`src/include/ctr_map.vh`:
```
/*
 * register offsets, field positions, reset values and timing counts
 * for the charger thermal and charge-current register pair.
 * assumes: included by the register bank and its deglitch filter.
 */
`ifndef CTR_MAP_VH
`define CTR_MAP_VH

// ----------------------------------------------------------------
// offsets
// ----------------------------------------------------------------
`define CTR_ADDR_THERMAL 8'h02
`define CTR_ADDR_FASTCHG 8'h03

// ----------------------------------------------------------------
// thermal control and masks fields
// ----------------------------------------------------------------
`define CTR_TH_SENSE_EN_BIT 7
`define CTR_TH_FAULT_HI_BIT 6
`define CTR_TH_FAULT_LO_BIT 5
`define CTR_TH_INT_FUNC_BIT 3
`define CTR_TH_WAKE_M_BIT 2
`define CTR_TH_RESET_M_BIT 1
`define CTR_TH_TIMER_M_BIT 0
`define CTR_TH_RESET 8'h88

// ----------------------------------------------------------------
// fast charge control fields
// ----------------------------------------------------------------
`define CTR_FC_RANGE_BIT 7
`define CTR_FC_CODE_HI 6
`define CTR_FC_CODE_LO 2
`define CTR_FC_DISABLE_BIT 1
`define CTR_FC_HIZ_BIT 0
`define CTR_FC_RESET 8'h14

// ----------------------------------------------------------------
// charge current scales, in mA
// ----------------------------------------------------------------
`define CTR_LO_BASE_MA 9'h005
`define CTR_LO_STEP_MA 9'h001
`define CTR_HI_BASE_MA 9'h028
`define CTR_HI_STEP_MA 9'h00A
`define CTR_LO_MAX_CODE 5'h1E
`define CTR_HI_MAX_CODE 5'h1A
`define CTR_EXT_CODE 5'h1F

// ----------------------------------------------------------------
// temperature fault codes
// ----------------------------------------------------------------
`define CTR_TF_NONE 2'h0
`define CTR_TF_COLD_HOT 2'h1
`define CTR_TF_COOL 2'h2
`define CTR_TF_WARM 2'h3

// ----------------------------------------------------------------
// timing
// ----------------------------------------------------------------
`define CTR_CLK_PERIOD_NS 10
`define CTR_DGL_TIME_US 1000
`define CTR_DGL_CYCLES ((`CTR_DGL_TIME_US * 1000) / `CTR_CLK_PERIOD_NS)

`endif

```
`src/core/ctr_deglitch.v`:
```
/*
 * deglitch filter for the two-bit temperature fault code.
 * assumes: raw code synchronous to clk_i; count_en_i gates counting.
 */
`include "ctr_map.vh"

module ctr_deglitch #(
    parameter DGL_CYCLES = `CTR_DGL_CYCLES
) (
    // clock and reset
    input wire clk_i,
    input wire sys_rst_i,
    // control
    input wire count_en_i,
    input wire [1:0] raw_i,
    // filtered code
    output reg [1:0] code_o
);

    // ----------------------------------------------------------------
    // counter
    // ----------------------------------------------------------------
    reg [19:0] cnt_r;
    reg [1:0] last_r;

    always @(posedge clk_i) begin
        if (sys_rst_i) begin
            cnt_r <= 20'h00000;
            last_r <= 2'h0;
            code_o <= 2'h0;
        end else begin
            last_r <= raw_i;
            if (raw_i == code_o || raw_i != last_r) begin
                cnt_r <= 20'h00000;
            end else if (count_en_i) begin
                if (cnt_r >= DGL_CYCLES[19:0] - 20'h00001) begin
                    code_o <= raw_i;
                    cnt_r <= 20'h00000;
                end else begin
                    cnt_r <= cnt_r + 20'h00001;
                end
            end
        end
    end

endmodule // ctr_deglitch

```
`src/core/ctr_regs.v`:
```
/*
 * thermal control / masks and fast charge control registers.
 * assumes: a serial-bus engine outside presents decoded byte
 * accesses as one-cycle read and write strobes.
 */
// Function
// - sense enable at bit 7, read/write, resets to 1, gates sensing.
// - read-only two-bit temperature fault code: none, cold/hot, cool, warm.
// - bit 3 resets to 1; clear means interrupt shows faults only; here unmasked wake and manual reset events still pulse it.
// - bit 2 set masks the wake interrupt from the manual reset input.
// - bit 1 masks only the reset interrupt; reset output still asserts.
// - bit 0 set masks the safety timer fault interrupt.
// - deglitch stops in high-impedance; clearing needs battery with bus or input power.
// - range bit 7 picks 1 mA steps from 5 or 10 mA steps from 40.
// - current is base plus five-bit code times step.
// - written codes past 35 or 300 mA clamp; code 11111 selects external.
// - charger disable bit resets to 0; 1 disables the charger.
// - high-impedance bit resets to 0; 1 enters high-impedance mode.
// - external resistor pin setting may supersede the default current.
// - thermal register sits at 0x02, reset pattern 1xxx 1000.
`include "ctr_map.vh"

module ctr_regs #(
    parameter DGL_CYCLES = `CTR_DGL_CYCLES
) (
    // clock and reset
    input wire clk_i,
    input wire sys_rst_i,
    // register access
    input wire [7:0] reg_addr_i,
    input wire [7:0] reg_wdata_i,
    input wire reg_wr_i,
    input wire reg_rd_i,
    output reg [7:0] reg_rdata_o,
    // analog status
    input wire [1:0] temp_fault_raw_i,
    input wire vin_present_i,
    input wire bat_active_i,
    // interrupt sources
    input wire fault_event_i,
    input wire charge_status_event_i,
    input wire wake_event_i,
    input wire mr_reset_event_i,
    input wire timer_fault_event_i,
    // controls out
    output wire temp_sense_enable_o,
    output wire [1:0] temp_fault_code_o,
    output wire charge_current_range_o,
    output wire [4:0] charge_current_code_o,
    output reg [8:0] charge_current_ma_o,
    output wire use_charge_current_pin_o,
    output wire charger_disable_o,
    output wire high_impedance_select_o,
    output wire deglitch_run_o,
    output reg int_pulse_o,
    output reg reset_out_o
);

    // ----------------------------------------------------------------
    // functions
    // ----------------------------------------------------------------
    function [4:0] clamp_code;
        input range;
        input [4:0] code;
        begin
            if (code == `CTR_EXT_CODE) begin
                clamp_code = code;
            end else if (!range && code > `CTR_LO_MAX_CODE) begin
                clamp_code = `CTR_LO_MAX_CODE;
            end else if (range && code > `CTR_HI_MAX_CODE) begin
                clamp_code = `CTR_HI_MAX_CODE;
            end else begin
                clamp_code = code;
            end
        end
    endfunction

    function [8:0] current_ma;
        input range;
        input [4:0] code;
        reg [8:0] c9;
        begin
            c9 = {4'h0, code};
            if (range) begin
                current_ma = `CTR_HI_BASE_MA + c9 * `CTR_HI_STEP_MA;
            end else begin
                current_ma = `CTR_LO_BASE_MA + c9 * `CTR_LO_STEP_MA;
            end
        end
    endfunction

    // ----------------------------------------------------------------
    // register storage
    // ----------------------------------------------------------------
    reg sense_en_r;
    reg int_func_r;
    reg wake_m_r;
    reg reset_m_r;
    reg timer_m_r;
    reg range_r;
    reg [4:0] code_r;
    reg disable_r;
    reg hiz_r;
    wire wr_th;
    wire wr_fc;
    wire [4:0] wcode;

    localparam [7:0] TH_RST = `CTR_TH_RESET;
    localparam [7:0] FC_RST = `CTR_FC_RESET;

    assign wr_th = reg_wr_i && (reg_addr_i == `CTR_ADDR_THERMAL);
    assign wr_fc = reg_wr_i && (reg_addr_i == `CTR_ADDR_FASTCHG);
    assign wcode = reg_wdata_i[`CTR_FC_CODE_HI:`CTR_FC_CODE_LO];

    always @(posedge clk_i) begin
        if (sys_rst_i) begin
            sense_en_r <= TH_RST[`CTR_TH_SENSE_EN_BIT];
            int_func_r <= TH_RST[`CTR_TH_INT_FUNC_BIT];
            wake_m_r <= TH_RST[`CTR_TH_WAKE_M_BIT];
            reset_m_r <= TH_RST[`CTR_TH_RESET_M_BIT];
            timer_m_r <= TH_RST[`CTR_TH_TIMER_M_BIT];
            range_r <= FC_RST[`CTR_FC_RANGE_BIT];
            code_r <= FC_RST[`CTR_FC_CODE_HI:`CTR_FC_CODE_LO];
            disable_r <= FC_RST[`CTR_FC_DISABLE_BIT];
            hiz_r <= FC_RST[`CTR_FC_HIZ_BIT];
        end else begin
            if (wr_th) begin
                // fault and reserved bits are not stored
                sense_en_r <= reg_wdata_i[`CTR_TH_SENSE_EN_BIT];
                int_func_r <= reg_wdata_i[`CTR_TH_INT_FUNC_BIT];
                wake_m_r <= reg_wdata_i[`CTR_TH_WAKE_M_BIT];
                reset_m_r <= reg_wdata_i[`CTR_TH_RESET_M_BIT];
                timer_m_r <= reg_wdata_i[`CTR_TH_TIMER_M_BIT];
            end
            if (wr_fc) begin
                range_r <= reg_wdata_i[`CTR_FC_RANGE_BIT];
                code_r <= clamp_code(reg_wdata_i[`CTR_FC_RANGE_BIT], wcode);
                disable_r <= reg_wdata_i[`CTR_FC_DISABLE_BIT];
                hiz_r <= reg_wdata_i[`CTR_FC_HIZ_BIT];
            end
        end
    end

    // ----------------------------------------------------------------
    // temperature fault deglitch
    // ----------------------------------------------------------------
    wire [1:0] raw_gated;
    wire [1:0] fault_code;
    reg [1:0] fault_prev_r;

    // sensing off forces the no-fault code
    assign raw_gated = sense_en_r ? temp_fault_raw_i : `CTR_TF_NONE;
    // no counting in high impedance; otherwise input power, or battery during a bus access
    assign deglitch_run_o = !hiz_r && (vin_present_i || (bat_active_i && (reg_wr_i || reg_rd_i)));

    ctr_deglitch #(
        .DGL_CYCLES(DGL_CYCLES)
    ) u_deglitch (
        .clk_i(clk_i),
        .sys_rst_i(sys_rst_i),
        .count_en_i(deglitch_run_o),
        .raw_i(raw_gated),
        .code_o(fault_code)
    );

    // ----------------------------------------------------------------
    // interrupt and reset output
    // ----------------------------------------------------------------
    wire temp_fault_new;

    assign temp_fault_new = (fault_code != fault_prev_r) && (fault_code != `CTR_TF_NONE);

    always @(posedge clk_i) begin
        if (sys_rst_i) begin
            fault_prev_r <= 2'h0;
            int_pulse_o <= 1'b0;
            reset_out_o <= 1'b0;
        end else begin
            fault_prev_r <= fault_code;
            int_pulse_o <= fault_event_i || temp_fault_new
                || (int_func_r && charge_status_event_i)
                || (wake_event_i && !wake_m_r)
                || (mr_reset_event_i && !reset_m_r)
                || (timer_fault_event_i && !timer_m_r);
            reset_out_o <= mr_reset_event_i;
        end
    end

    // ----------------------------------------------------------------
    // charge current
    // ----------------------------------------------------------------
    always @(posedge clk_i) begin
        if (sys_rst_i) begin
            charge_current_ma_o <= current_ma(FC_RST[`CTR_FC_RANGE_BIT],
                FC_RST[`CTR_FC_CODE_HI:`CTR_FC_CODE_LO]);
        end else begin
            charge_current_ma_o <= current_ma(range_r, code_r);
        end
    end

    assign use_charge_current_pin_o = (code_r == `CTR_EXT_CODE);
    assign temp_sense_enable_o = sense_en_r;
    assign temp_fault_code_o = fault_code;
    assign charge_current_range_o = range_r;
    assign charge_current_code_o = code_r;
    assign charger_disable_o = disable_r;
    assign high_impedance_select_o = hiz_r;

    // ----------------------------------------------------------------
    // read data
    // ----------------------------------------------------------------
    always @(posedge clk_i) begin
        if (sys_rst_i) begin
            reg_rdata_o <= 8'h00;
        end else if (reg_rd_i) begin
            if (reg_addr_i == `CTR_ADDR_THERMAL) begin
                // fault bits live, reserved bit reads zero
                reg_rdata_o <= {sense_en_r, fault_code, 1'b0, int_func_r,
                    wake_m_r, reset_m_r, timer_m_r};
            end else if (reg_addr_i == `CTR_ADDR_FASTCHG) begin
                reg_rdata_o <= {range_r, code_r, disable_r, hiz_r};
            end else begin
                reg_rdata_o <= 8'h00;
            end
        end
    end

endmodule // ctr_regs

```
`config.mk`:
```
export PLATFORM = sky130hd
export DESIGN_NAME = ctr_regs
export DESIGN_NICKNAME = d
export VERILOG_FILES = /design/src/core/ctr_deglitch.v /design/src/core/ctr_regs.v
export VERILOG_INCLUDE_DIRS = /design/src /design/src/include
export SDC_FILE = /design/constraint.sdc
export NUM_CORES = 1
export LEC_CHECK = 0
export ABC_CLOCK_PERIOD_IN_PS = 5900
export BUFFER_PORTS_ARGS = -buffer_cell sky130_fd_sc_hd__clkbuf_2
export CORE_MARGIN = 2
export CORE_UTILIZATION = 25
export CTS_BUF_LIST = sky130_fd_sc_hd__clkbuf_4
export CTS_CLUSTER_SIZE = 14
export DETAILED_ROUTE_END_ITERATION = 8
export PLACE_DENSITY = 0.53
export SYNTH_ARGS = -nofsm -noshare
export SYNTH_HDL_FRONTEND = slang
export SYNTH_SLANG_ARGS = --single-unit
export TNS_END_PERCENT = 50
```
`constraint.sdc`:
```
create_clock -name clk_i -period 5.9 [get_ports clk_i]
set_input_delay 1.475 -clock clk_i [delete_from_list [all_inputs] [get_ports clk_i]]
set_output_delay 1.475 -clock clk_i [all_outputs]
set_load 0.01 [all_outputs]
```
Word-level counts from Yosys, hierarchy flattened
Index checks and enable logic that the tools add are counted.
{"block": "word_totals", "word_cells": 67, "reg_bits": 58, "input_bits": 29, "output_inout_bits": 32}
{"block": "classes", "n_eq_ne": 7, "multipliers": 1, "add_sub_neg": 3, "mux": 8, "order_cmp": 3, "reduce_logical": 27, "n_bitwise": 1}
{"cell": "adder 20 x 1 -> 20 bit (second input constant)", "n": 1}
{"cell": "greater-or-equal comparator 20 x 17 -> 1 bit (second input constant)", "n": 1}
{"cell": "two-way mux 20 bit", "n": 1}
{"cell": "equality test 8 x 2 -> 1 bit (second input constant)", "n": 2}
{"cell": "two-way mux 8 bit", "n": 2}
{"cell": "two-way mux 5 bit", "n": 3}
{"cell": "logical AND 1 bit", "n": 11}
{"cell": "equality test 5 bit (second input constant)", "n": 2}
{"cell": "greater-than comparator 5 bit (second input constant)", "n": 2}
{"cell": "adder 6 x 9 -> 9 bit (first input constant)", "n": 1}
{"cell": "two-way mux 9 bit", "n": 1}
{"cell": "logical OR 1 bit", "n": 8}
{"cell": "multiplier 5 x 3 -> 8 bit (second input constant)", "n": 1}
{"cell": "adder 3 x 5 -> 6 bit (first input constant)", "n": 1}
{"cell": "zero test 1 bit", "n": 5}
{"cell": "!= test 2 bit", "n": 2}
{"cell": "AND reduction 3 bit", "n": 1}
{"cell": "equality test 2 bit", "n": 1}
{"cell": "two-way mux 2 bit", "n": 1}
{"cell": "nonzero test 2 bit", "n": 1}
{"cell": "OR reduction 2 bit", "n": 1}
{"cell": "inverter 1 bit", "n": 1}

Longest topological paths before layout
Gate-level depths: netlist (run 1).
{"block": "logic_depth", "depth_word": 7, "mapped_depth": 7, "ltp_nobuf": 7}

Hierarchy
A second synthesis (run 1) with hierarchy kept.
{"block": "unflattened", "hier_cells": 311, "hier_area_um2": 2845.2}
{"mod": "ctr_regs", "area_each_um2": 1646.6, "cells_each": 178, "n_inst": 1, "seq_area_each_um2": 680.7}
{"mod": "ctr_deglitch", "area_each_um2": 1198.6, "cells_each": 133, "n_inst": 1, "seq_area_each_um2": 480.5}

Worst setup path after synthesis (run 1)
OpenSTA, ideal clock, no wires.
{"block": "synth_path", "path_kind": "input -> output", "from": "in reg_rd_i", "to": "out deglitch_run_o", "path_stages": 2, "required_ns": 4.425, "n_path_buf": 0, "t_arrival_ns": 1.975, "path_slack_ns": 2.450, "cell_sequence": "o21ai_2 a21oi_1"}
{"block": "synth_between", "elab_chain_len": 4}
{"item": "start, declared", "line": "ctr_regs.v:33", "source": "input wire reg_rd_i,"}
{"item": "logical OR 1 bit", "line": "ctr_regs.v:154", "source": "assign deglitch_run_o = !hiz_r && (vin_present_i || (bat_active_i && (reg_wr_i || reg_rd_i)));"}
{"item": "logical AND 1 bit", "line": "ctr_regs.v:154"}
{"item": "logical OR 1 bit", "line": "ctr_regs.v:154"}
{"item": "logical AND 1 bit", "line": "ctr_regs.v:154"}
{"item": "end, declared", "line": "ctr_regs.v:54", "source": "output wire deglitch_run_o,"}
Every way passes these cells.

Worst setup path in the final report (run 1)
{"block": "layout_path", "from": "in reg_wr_i", "to": "out deglitch_run_o"}
{"block": "layout_between", "elab_chain_len": 4}
{"item": "start, declared", "line": "ctr_regs.v:32", "source": "input wire reg_wr_i,"}
{"item": "logical OR 1 bit", "line": "ctr_regs.v:154"}
{"item": "logical AND 1 bit", "line": "ctr_regs.v:154"}
{"item": "logical OR 1 bit", "line": "ctr_regs.v:154"}
{"item": "logical AND 1 bit", "line": "ctr_regs.v:154"}
Every way passes these cells.

==> results of run 1 <==
[worst max-delay path, stage by stage]
cell	delay, ns
clkbuf_2	0.11
o21ai_2	0.12
a21oi_1	0.43
clkbuf_2	0.22
[stage by stage]
stage	total power (uW)	setup slack [ns]	std cells
after detailed placement	442	2.07	486
after CTS	768	2.06	502
after floorplan	424	2.45	296
after global placement	442	2.13	486
after global routing	789	1.98	502
final	752	2.07	502
[cells by family after synthesis]
kind of cell | after synthesis
xor+xnor | 26
fa+ha+maj | 10
flops | 58
simple gates | 119
mux | 19
compound gates | 48
buf+inv | 16
[cell type report]
type | instances | share of cell area [%]
sequential | 58 | 35.2
timing repair buffer | 60 | 9.10
multi-input combinational | 222 | 45.0
clock inverter | 6 | 2.47
tap | 140 | 5.31
clock buffer | 10 | 2.28
inverter | 6 | 0.683
[path summary, 6_finish.rpt]
path	from	end	slack [ns]	depth (start not counted)
max	reg_wr_i	deglitch_run_o	2.07	4
min	u_deglitch.cnt_r[16]	u_deglitch.cnt_r[16]	0.48	2
max reg2reg	charge_current_code_o[3]	charge_current_ma_o[8]	3.75	7
min reg2reg	u_deglitch.cnt_r[16]	u_deglitch.cnt_r[16]	0.48	2
[metal layers]
layer  share of wire (%)  track usage, %
met5                   0               0
met4                 1.7            4.40
met3                 6.7            4.82
met2                  46            19.1
met1                  46            14.3
[flip-flops by register name, indices dropped and copies added, names as in the netlist, 2 cells and up]
signal,flops
charge_current_code_o,5
charge_current_ma_o,9
fault_prev_r,2
reg_rdata_o,8
u_deglitch.cnt_r,20
u_deglitch.code_o,2
u_deglitch.last_r,2
[power breakdown]
part / switching, uW / internal, uW
Combinational: 20.8 / 16.6
Clock: 145 / 174
Sequential: 1.74 / 393
Total: 168 / 584
[cells in the final DEF (no fill, tap or decap), types with 2 or more instances in the layout]
cell       synthesis  layout
a211o_1            5       5
a211oi_2           2       2
a21o_1             2       2
a21oi_1           18      18
a221oi_1           2       2
a22oi_1            3       3
a31oi_1            3       3
and2b_2            3       3
and3_1             3       3
and4_1             3       3
bufinv_16          0       2
clkbuf_2           0      60
clkbuf_4           0      10
clkinv_2           0       2
dfxtp_1           58      58
ha_1               9       9
inv_1              6       6
mux2_4             2       2
mux2i_1           17      17
nand2_1           10      10
nand2b_1           2       2
nand3_1            6       6
nand4_1            8       8
nor2_1            60      60
nor2b_1            5       5
nor3_1             5       5
nor4_1             3       3
o211ai_1           2       2
o21ai_0            6       6
xnor2_1           15      15
xor2_1            11      11
==> key figures, run 1 <==
Detailed routing
  – Routed vias: roughly 2.3k
  – Wire length per cell: about 13 um
  – Drc violations: 0
  – Detailed Route Iter0 Violations: 151
  – DR vias/cell: roughly 4.7
  – Pre-Repair DR Iteration Count: 4
  – ANT nets after route: 0
  – Final wirelength: 6.56 mm

Timing
  – Fmax: 261 MHz
  – Fin. max-slew vios: 0
  – Setup TNS: 0 ns
  – Post-route minimum period: between 3 and 4 ns
  – Finish-stage setup viols: 0
  – RSZ-0062 raised after global routing: false
  – Final hold viol count: 0
  – Max_slew headroom: between 50% and 60%
  – Slew @ Worst Pin: 0.699 ns
  – Fin Hold WS: ~0.48 ns
  – Fin crit share: roughly two thirds
  – Clk_skew: ~0.016 ns

Global routing
  – Antenna violations before repair: 0
  – GR Overflow Total: 0
  – GRT Total Usage: 11.9%
  – First-pass GRT wire length: 10.7 mm
  – Largest net degree at the start of global routing: 35
  – Vias in the first global route: around 2.2k

Synthesis
  – Most common cell in the netlist: nor2_1
  – Commonest cells in the synthesized netlist: nor2_1, dfxtp_1, a21oi_1
  – Synth top area share: ~43%
  – Post-Synth Simple-Gate Area: roughly 22%
  – Largest family of logic cells by synthesized area: simple AND/OR/NAND/NOR gates
  – EDFF count, synth: 0
  – Area leader, netlist: dfxtp_1
  – Yosys cell types: between 40 and 50
  – Syn Area/Cell: just over 9 um2
  – Post-synthesis instance area: roughly 2700 um2
  – Main synth FF type: dfxtp_1
  – Synth Area in Compound Gates: between 10% and 20%
  – Synth warn: 0
  – Cells after Synth: 296
  – Adder-cell share of the synthesized area: 4.86%
  – Seq/Total Area, Yosys: a little over two fifths
  – Post-synthesis mux area share: 7.34%
  – Synthesized flop and latch total: slightly below 60
  – Post-Syn Nets: between 300 and 400
  – Xor/xnor share of the synthesized area: 8.35%
  – Post-synth ARST share: 0%
  – Top cells by area, synth: dfxtp_1, nor2_1, mux2i_1

Clock network
  – CTS buffer count: 9
  – Num Clock Sinks: a little under 60
  – Clock transition at path regs: 0.11 ns
  – Worst-Skew Late Latency: about 0.4 ns
  – CTS tree: built
  – H-tree levels: 3
  – Max Root-Sink Buffers: 2
  – Hold buffer count at CTS: 0
  – Number of setup buffers added after CTS: 0
  – CTS root buffer: clkbuf_4
  – Post_cts resized: 0

Die
  – CORE AREA: about 11000 um2
  – Io pins: just over 60
  – Die Span X: ~110 um
  – Die ar.: between 10000 and 15000 um2
  – Die H: ~110 um
  – Num rows: 38
  – Initial Util: 25.4%

Setup path
  – CP startpoint kind: input port
  – Critical path peak fanout: 5
  – CP Capture Type: output port
  – Critical setup path kind: input port to output port
  – Critical Path AT: 2.36 ns
  – Worst Path Required: between 4 and 5 ns

Pwr
  – Power per standard cell area: 228 nW/um2
  – Peak supply drop: between 0.1 and 0.15 mV
  – Leakage: roughly 0.0013 uW

Cells and area
  – Nets@finish: 396
  – Fillers: 1176
  – Final core utilization: a little over 30%
  – Layout cells sized above 1: roughly a quarter
  – Design area: roughly 3300 um2
  – # diodes: 0
  – Storage element area: around 1200 um2
  – Layout area overhead: 20.9%
  – Area of the multi-input gates: roughly 1500 um2

Placed design
  – I/O Buffers: 60
  – Dpl hpwl: approximately 4.9 mm
  – Placed inst area: between 3000 and 4000 um2
  – RD Place Congestion: ~0.78

Status
  – Status: completed

Min path
  – Min-Delay Path Class: register to register

Flow run
  – Max-cap violation count: 0
(Power assumes the default switching activity.)
==> run 2: changes to the inputs <==
ABC_CLOCK_PERIOD_IN_PS = 3100   (was 5900)
PLACE_DENSITY = 0.55   (was 0.53)
clock period = 3.1 ns   (was 5.9 ns; I/O delays follow)
==> run 2 against run 1 <==
Effect of this change:
- sequential share of layout area increased by 0.053 points
- critical path type unchanged
- cell area decreased by 0.15%
- die area unchanged
- cell count decreased by 0.20%
- clock skew decreased by 0.0051 ns
- clock power increased by 81%
- sequential power increased by 90%
- critical path depth unchanged
- setup slack got worse by 1.4 ns
- non-clock buffer count increased by 1
- highest routed layer unchanged
- power increased by 87%
==> key figures, run 2 (synthesis results as in run 1) <==
Die
  – Die ar.: 11800 um2 (unchanged)
  – CORE AREA: 10700 um2 (unchanged)
  – Initial Util: 25.4% (unchanged)
  – Die H: 108 um (unchanged)
  – Die Span X: 108 um (unchanged)
  – Num rows: 38 (unchanged)
  – Io pins: 61 (unchanged)

Setup path
  – Critical setup path kind: input port to output port
  – Critical path, cell by cell: clkbuf_2 > o21ai_2 > a21oi_1 > clkbuf_2
  – FF-to-FF path depth: 7 (unchanged)
  – Critical path peak fanout: 5 (unchanged)
  – Top cell by count, worst path: clkbuf_2
  – CP Capture Type: output port
  – R2R Setup Slk: 0.93 ns (-2.82 ns)
  – Critical R2R Capture: charge_current_ma_o[7]
  – Slowest cell on crit path: a21oi_1
  – Critical Path AT: 1.65 ns (-0.71 ns)
  – Worst Path Required: 2.32 ns (-2.11 ns)
  – CP startpoint kind: input port
  – Slowest stage delay, CP: 0.42 ns (about the same)
  – R2R Path Start: charge_current_code_o[3]

Detailed routing
  – Pre-Repair DR Iteration Count: 4 (unchanged)
  – Drc violations: 0 (unchanged)
  – ANT nets after route: 0 (unchanged)
  – Routed vias: 2298 (-1.6%)
  – Detailed Route Iter0 Violations: 96 (-36%)
  – Final wirelength: 6.51 mm (-0.76%)
  – DR vias/cell: 4.59 (-1.4%)
  – Wire length per cell: 13.0 um (-0.56%)

Cells and area
  – Max reg flops: 20 (unchanged)
  – Final core utilization: 30.6% (-0.047 points)
  – Commonest non-fill, non-tap cells in the layout: nor2_1, clkbuf_2, dfxtp_1
  – Layout cells sized above 1: 24.9% (-0.21 points)
  – Top register by number of flip-flops: u_deglitch.cnt_r
  – Regs by FF count: u_deglitch.cnt_r x20, charge_current_ma_o x9, reg_rdata_o x8
  – Fillers: 1168 (-0.68%)
  – Nets@finish: 397 (+0.25%)
  – Layout area overhead: 20.7%
  – # diodes: 0 (unchanged)

Clock network
  – Num Clock Sinks: 58 (unchanged)
  – Hold buffer count at CTS: 0 (unchanged)
  – Clock transition at path regs: 0.08 ns (-0.03 ns)
  – H-tree levels: 3 (unchanged)
  – CTS buffer count: 9 (unchanged)
  – Number of setup buffers added after CTS: 0 (unchanged)
  – Worst-Skew Late Latency: 0.38 ns (about the same)
  – Max Root-Sink Buffers: 2 (unchanged)
  – Post_cts resized: 0 (unchanged)
  – CTS root buffer: clkbuf_4
  – CTS tree: built

Global routing
  – Antenna violations before repair: 0 (unchanged)
  – Largest net degree at the start of global routing: 25 (-29%)
  – GR Overflow Total: 0 (unchanged)
  – GRT Total Usage: 11.9% (-0.014 points)
  – Vias in the first global route: 2203 (+1.4%)
  – First-pass GRT wire length: 10.7 mm (+0.20%)

Pwr
  – Clock network fraction of total power: 41.2% (-1.3 points)
  – Peak supply drop: 0.152 mV (+33%)
  – Tot Pwr: 1400 uW (+87%)
  – Logic pwr share: 5.2% (+0.2 points)
  – Sequential power share: 53.6% (+1.1 points)
  – Psw: 297 uW (+77%)
  – Leakage: 0.00135 uW (about the same)
  – Power per standard cell area: 426 nW/um2 (+87%)
  – Int Pwr: 1100 uW (+89%)
  – Sw frac: 21.2% (-1.1 points)

Min path
  – Min-Delay Path Class: register to register
  – Worst min-delay path startpoint: reg_rdata_o[7]
  – Worst hold endpoint: reg_rdata_o[7]
  – Hold-critical path depth: 2 (unchanged)

Status
  – Status: completed

Timing
  – Fin crit share: around four fifths
  – Setup TNS: 0 ns (unchanged)
  – Fin. max-slew vios: 0 (unchanged)
  – Fmax: roughly 410 MHz
  – Slew @ Worst Pin: 0.618 ns (-0.0812 ns)
  – Max_slew headroom: 58.7% (+5.3 points)
  – Finish-stage setup viols: 0 (unchanged)
  – RSZ-0062 raised after global routing: false
  – Final hold viol count: 0 (unchanged)
  – Clk_skew: 0.0112 ns (-0.00515 ns)
  – Post-route minimum period: about 2.4 ns
  – Fin Hold WS: 0.498 ns (+0.0158 ns)

Placed design
  – RD Place Congestion: 0.753 (-3.4%)
  – Dpl hpwl: 4.92 mm (+0.83%)
  – I/O Buffers: 60 (unchanged)

Flow run
  – Max-cap violation count: 0 (unchanged)
-- run 2: final cells by class --
type	count	area [um2]	area share, %
clock buffers	10	75.1	2.28
well taps	140	175	5.32
clock inverters	4	68.8	2.09
inverters	6	22.5	0.684
repair buffers	61	308	9.35
multi-input cells	222	1480	45.0
flip-flops and latches	58	1160	35.3
-- run 2: worst max path at each step --
stage	startpoint	end	slack, ns
floorplan	reg_rd_i	deglitch_run_o	1.05
global placement	reg_wr_i	deglitch_run_o	0.72
detailed placement	reg_wr_i	deglitch_run_o	0.67
CTS	reg_wr_i	deglitch_run_o	0.67
global route	reg_rd_i	deglitch_run_o	0.57
finish	reg_wr_i	deglitch_run_o	0.67
-- run 2: per-stage QoR --
stage               setup slack [ns]  cell area [um2]  cells
floorplan                       1.05             2730    296
global placement               0.717             3150    487
detailed placement             0.666             3150    487
CTS                            0.665             3290    501
global route                   0.566             3290    501
finish                         0.671             3290    501
-- run 2: power by group through the flow --
stage          Clock (uW)  Sequential (uW)  Combinational (uW)
2_1_floorplan           0              769                38.4
6_report              577              752                73.1
3_3_place_gp            0              769                72.8
4_1_cts               605              752                73.9
5_1_grt               641              753                81.3
3_5_place_dp            0              769                73.6
-- run 2: layer usage --
| layer | GRT usage [%] | vias up | routed length (um) |
|---|---|---|---|
| met4 | 4.30 | 0 | 113 |
| met5 | 0 | - | 0 |
| met1 | 14.0 | 1060 | 2930 |
| li1 | - | 1167 | - |
| met2 | 19.6 | 63 | 3060 |
| met3 | 4.64 | 8 | 404 |
-- run 2: worst max-delay path, delay by kind of cell --
| family | cells | cell delay [ns] |
|---|---|---|
| AO/OA/AOI/OAI | 2 | 0.55 |
| buffers and inverters | 2 | 0.34 |
==> run 3: changes to the inputs <==
ABC_CLOCK_PERIOD_IN_PS = 2400   (was 3100)
PLACE_DENSITY = 0.53   (was 0.55)
clock period = 2.4 ns   (was 3.1 ns; I/O delays follow)
==> run 3 against run 2 <==
Effect of this change:
- worst hold slack got worse by 0.060 ns
- critical path depth up 1
- critical path type is now register to output port
- sequential cell count unchanged
- critical endpoint is now use_charge_current_pin_o
==> key figures, run 3 (synthesis results as in run 1) <==
Timing
  – Post-route minimum period: a little over 2 ns
  – Fin crit share: between 80 and 90%
  – Max_slew headroom: 62.6% (+3.8 points)
  – Final hold viol count: 0 (unchanged)
  – Fin. max-slew vios: 0 (unchanged)
  – RSZ-0062 raised after global routing: false
  – Slew @ Worst Pin: 0.556 ns (-0.0613 ns)
  – Setup TNS: 0 ns (unchanged)
  – Finish-stage setup viols: 0 (unchanged)
  – Clk_skew: 0.0159 ns (+0.00474 ns)
  – Fin Hold WS: 0.439 ns (-0.0599 ns)
  – Fmax: between 400 and 500 MHz

Detailed routing
  – Final wirelength: 6.85 mm (+5.2%)
  – Drc violations: 0 (unchanged)
  – DR vias/cell: 4.60 (+0.24%)
  – Pre-Repair DR Iteration Count: 4 (unchanged)
  – ANT nets after route: 0 (unchanged)
  – Routed vias: 2345 (+2.0%)
  – Detailed Route Iter0 Violations: 105 (+9.4%)
  – Wire length per cell: 13.4 um (+3.3%)

Cells and area
  – Commonest non-fill, non-tap cells in the layout: nor2_1, clkbuf_2, dfxtp_1
  – Layout cells sized above 1: 27.0% (+2.1 points)
  – Area of the multi-input gates: 1480 um2 (unchanged)
  – # diodes: 0 (unchanged)
  – Regs by FF count: u_deglitch.cnt_r x20, charge_current_ma_o x9, reg_rdata_o x8
  – Top register by number of flip-flops: u_deglitch.cnt_r
  – Storage element area: 1160 um2 (unchanged)
  – Nets@finish: 404 (+1.8%)
  – Max reg flops: 20 (unchanged)
  – Fillers: 1161 (-0.60%)
  – Layout area overhead: 24.1%
  – Final core utilization: 31.5% (+0.86 points)

Global routing
  – GRT Total Usage: 12.4% (+0.55 points)
  – Vias in the first global route: 2201 (-0.091%)
  – First-pass GRT wire length: 11.2 mm (+5.2%)
  – Largest net degree at the start of global routing: 24 (-4.0%)
  – Antenna violations before repair: 0 (unchanged)
  – GR Overflow Total: 0 (unchanged)

Clock network
  – Max Root-Sink Buffers: 2 (unchanged)
  – CTS root buffer: clkbuf_4
  – Post_cts resized: 0 (unchanged)
  – H-tree levels: 3 (unchanged)
  – Worst-Skew Late Latency: 0.40 ns (+0.02 ns)
  – Number of setup buffers added after CTS: 0 (unchanged)
  – Clock transition at path regs: 0.12 ns (+0.04 ns)
  – Hold buffer count at CTS: 0 (unchanged)
  – CTS tree: built
  – CTS buffer count: 9 (unchanged)
  – Num Clock Sinks: 58 (unchanged)

Die
  – Die Span X: 108 um (unchanged)
  – CORE AREA: 10700 um2 (unchanged)
  – Initial Util: 25.4% (unchanged)
  – Io pins: 61 (unchanged)
  – Num rows: 38 (unchanged)
  – Die ar.: 11800 um2 (unchanged)
  – Die H: 108 um (unchanged)

Setup path
  – Crit path from: charge_current_code_o[0]
  – R2R Setup Slk: 0.38 ns (-0.55 ns)
  – CP startpoint kind: register
  – Worst Path Required: 1.80 ns (-0.52 ns)
  – R2R Path Start: charge_current_code_o[2]
  – Critical setup path kind: register to output port
  – CP Capture Type: output port
  – Critical Path AT: 1.48 ns (-0.17 ns)
  – Critical path peak fanout: 7 (+2)
  – FF-to-FF path depth: 6 (-1)

Min path
  – Worst min-delay path startpoint: mr_reset_event_i
  – Min-Delay Path Class: input port to register
  – Hold-critical path depth: 2 (unchanged)

Pwr
  – Power per standard cell area: 586 nW/um2 (+38%)
  – Peak supply drop: 0.228 mV (+50%)
  – Leakage: 0.00140 uW (+4.0%)

Placed design
  – I/O Buffers: 60 (unchanged)
  – RD Place Congestion: 0.757 (+0.57%)
  – Dpl hpwl: 5.11 mm (+3.9%)

Status
  – Status: completed

Flow run
  – Max-cap violation count: 0 (unchanged)
run 3: cell types whose count changed in the layout (fill, tap and decap cells not counted):
cell        change
buf_4           +7
inv_6           +1
clkinvlp_4      +1
bufinv_16       +1
clkinv_2        +1
clkbuf_4        -1
clkinv_1        -1
run 3: final timing paths:
kind                                   end
hold / removal                 reset_out_o
setup / recovery  use_charge_current_pin_o
hold reg to reg       u_deglitch.cnt_r[16]
setup reg to reg    charge_current_ma_o[7]
run 3: power by group:
part | total (uW) | internal, uW | switching [uW]
logic | 96.2 | 42.1 | 54.1
registers | 971 | 967 | 4.05
clock network | 918 | 527 | 391
total | 1990 | 1540 | 449
run 3: layout make-up:
class                   instances  share of cell area (%)
well taps                     140                    5.17
clock buffers                   9                    2.00
flip-flops and latches         58                    34.3
clock inverters                 7                    3.44
repair buffers                 68                    10.6
multi-input cells             222                    43.8
inverters                       6                   0.665
run 3: critical path, stage by stage (launching register included):
cell and delay, ns:
dfxtp_1 0.38, buf_4 0.18, ha_1 0.19, nand2_1 0.08, nor2_1 0.11, clkbuf_2 0.14
run 3: through the flow:
stage	instance area [um2]	cells	total power, uW	setup WS [ns]
after floorplan	2730	296	1040	0.413
after global placement	3200	494	1090	0.346
after detailed placement	3200	494	1090	0.284
after CTS	3390	510	2010	0.292
after global routing	3390	510	2080	0.166
final	3390	510	1990	0.322
run 3: layer usage:
layer	vias up	global-route usage (%)	wire [um]
li1	1176	-	-
met1	1102	15.7	3190
met2	61	19.9	3180
met3	6	4.16	406
met4	0	4.21	70
met5	-	0	0
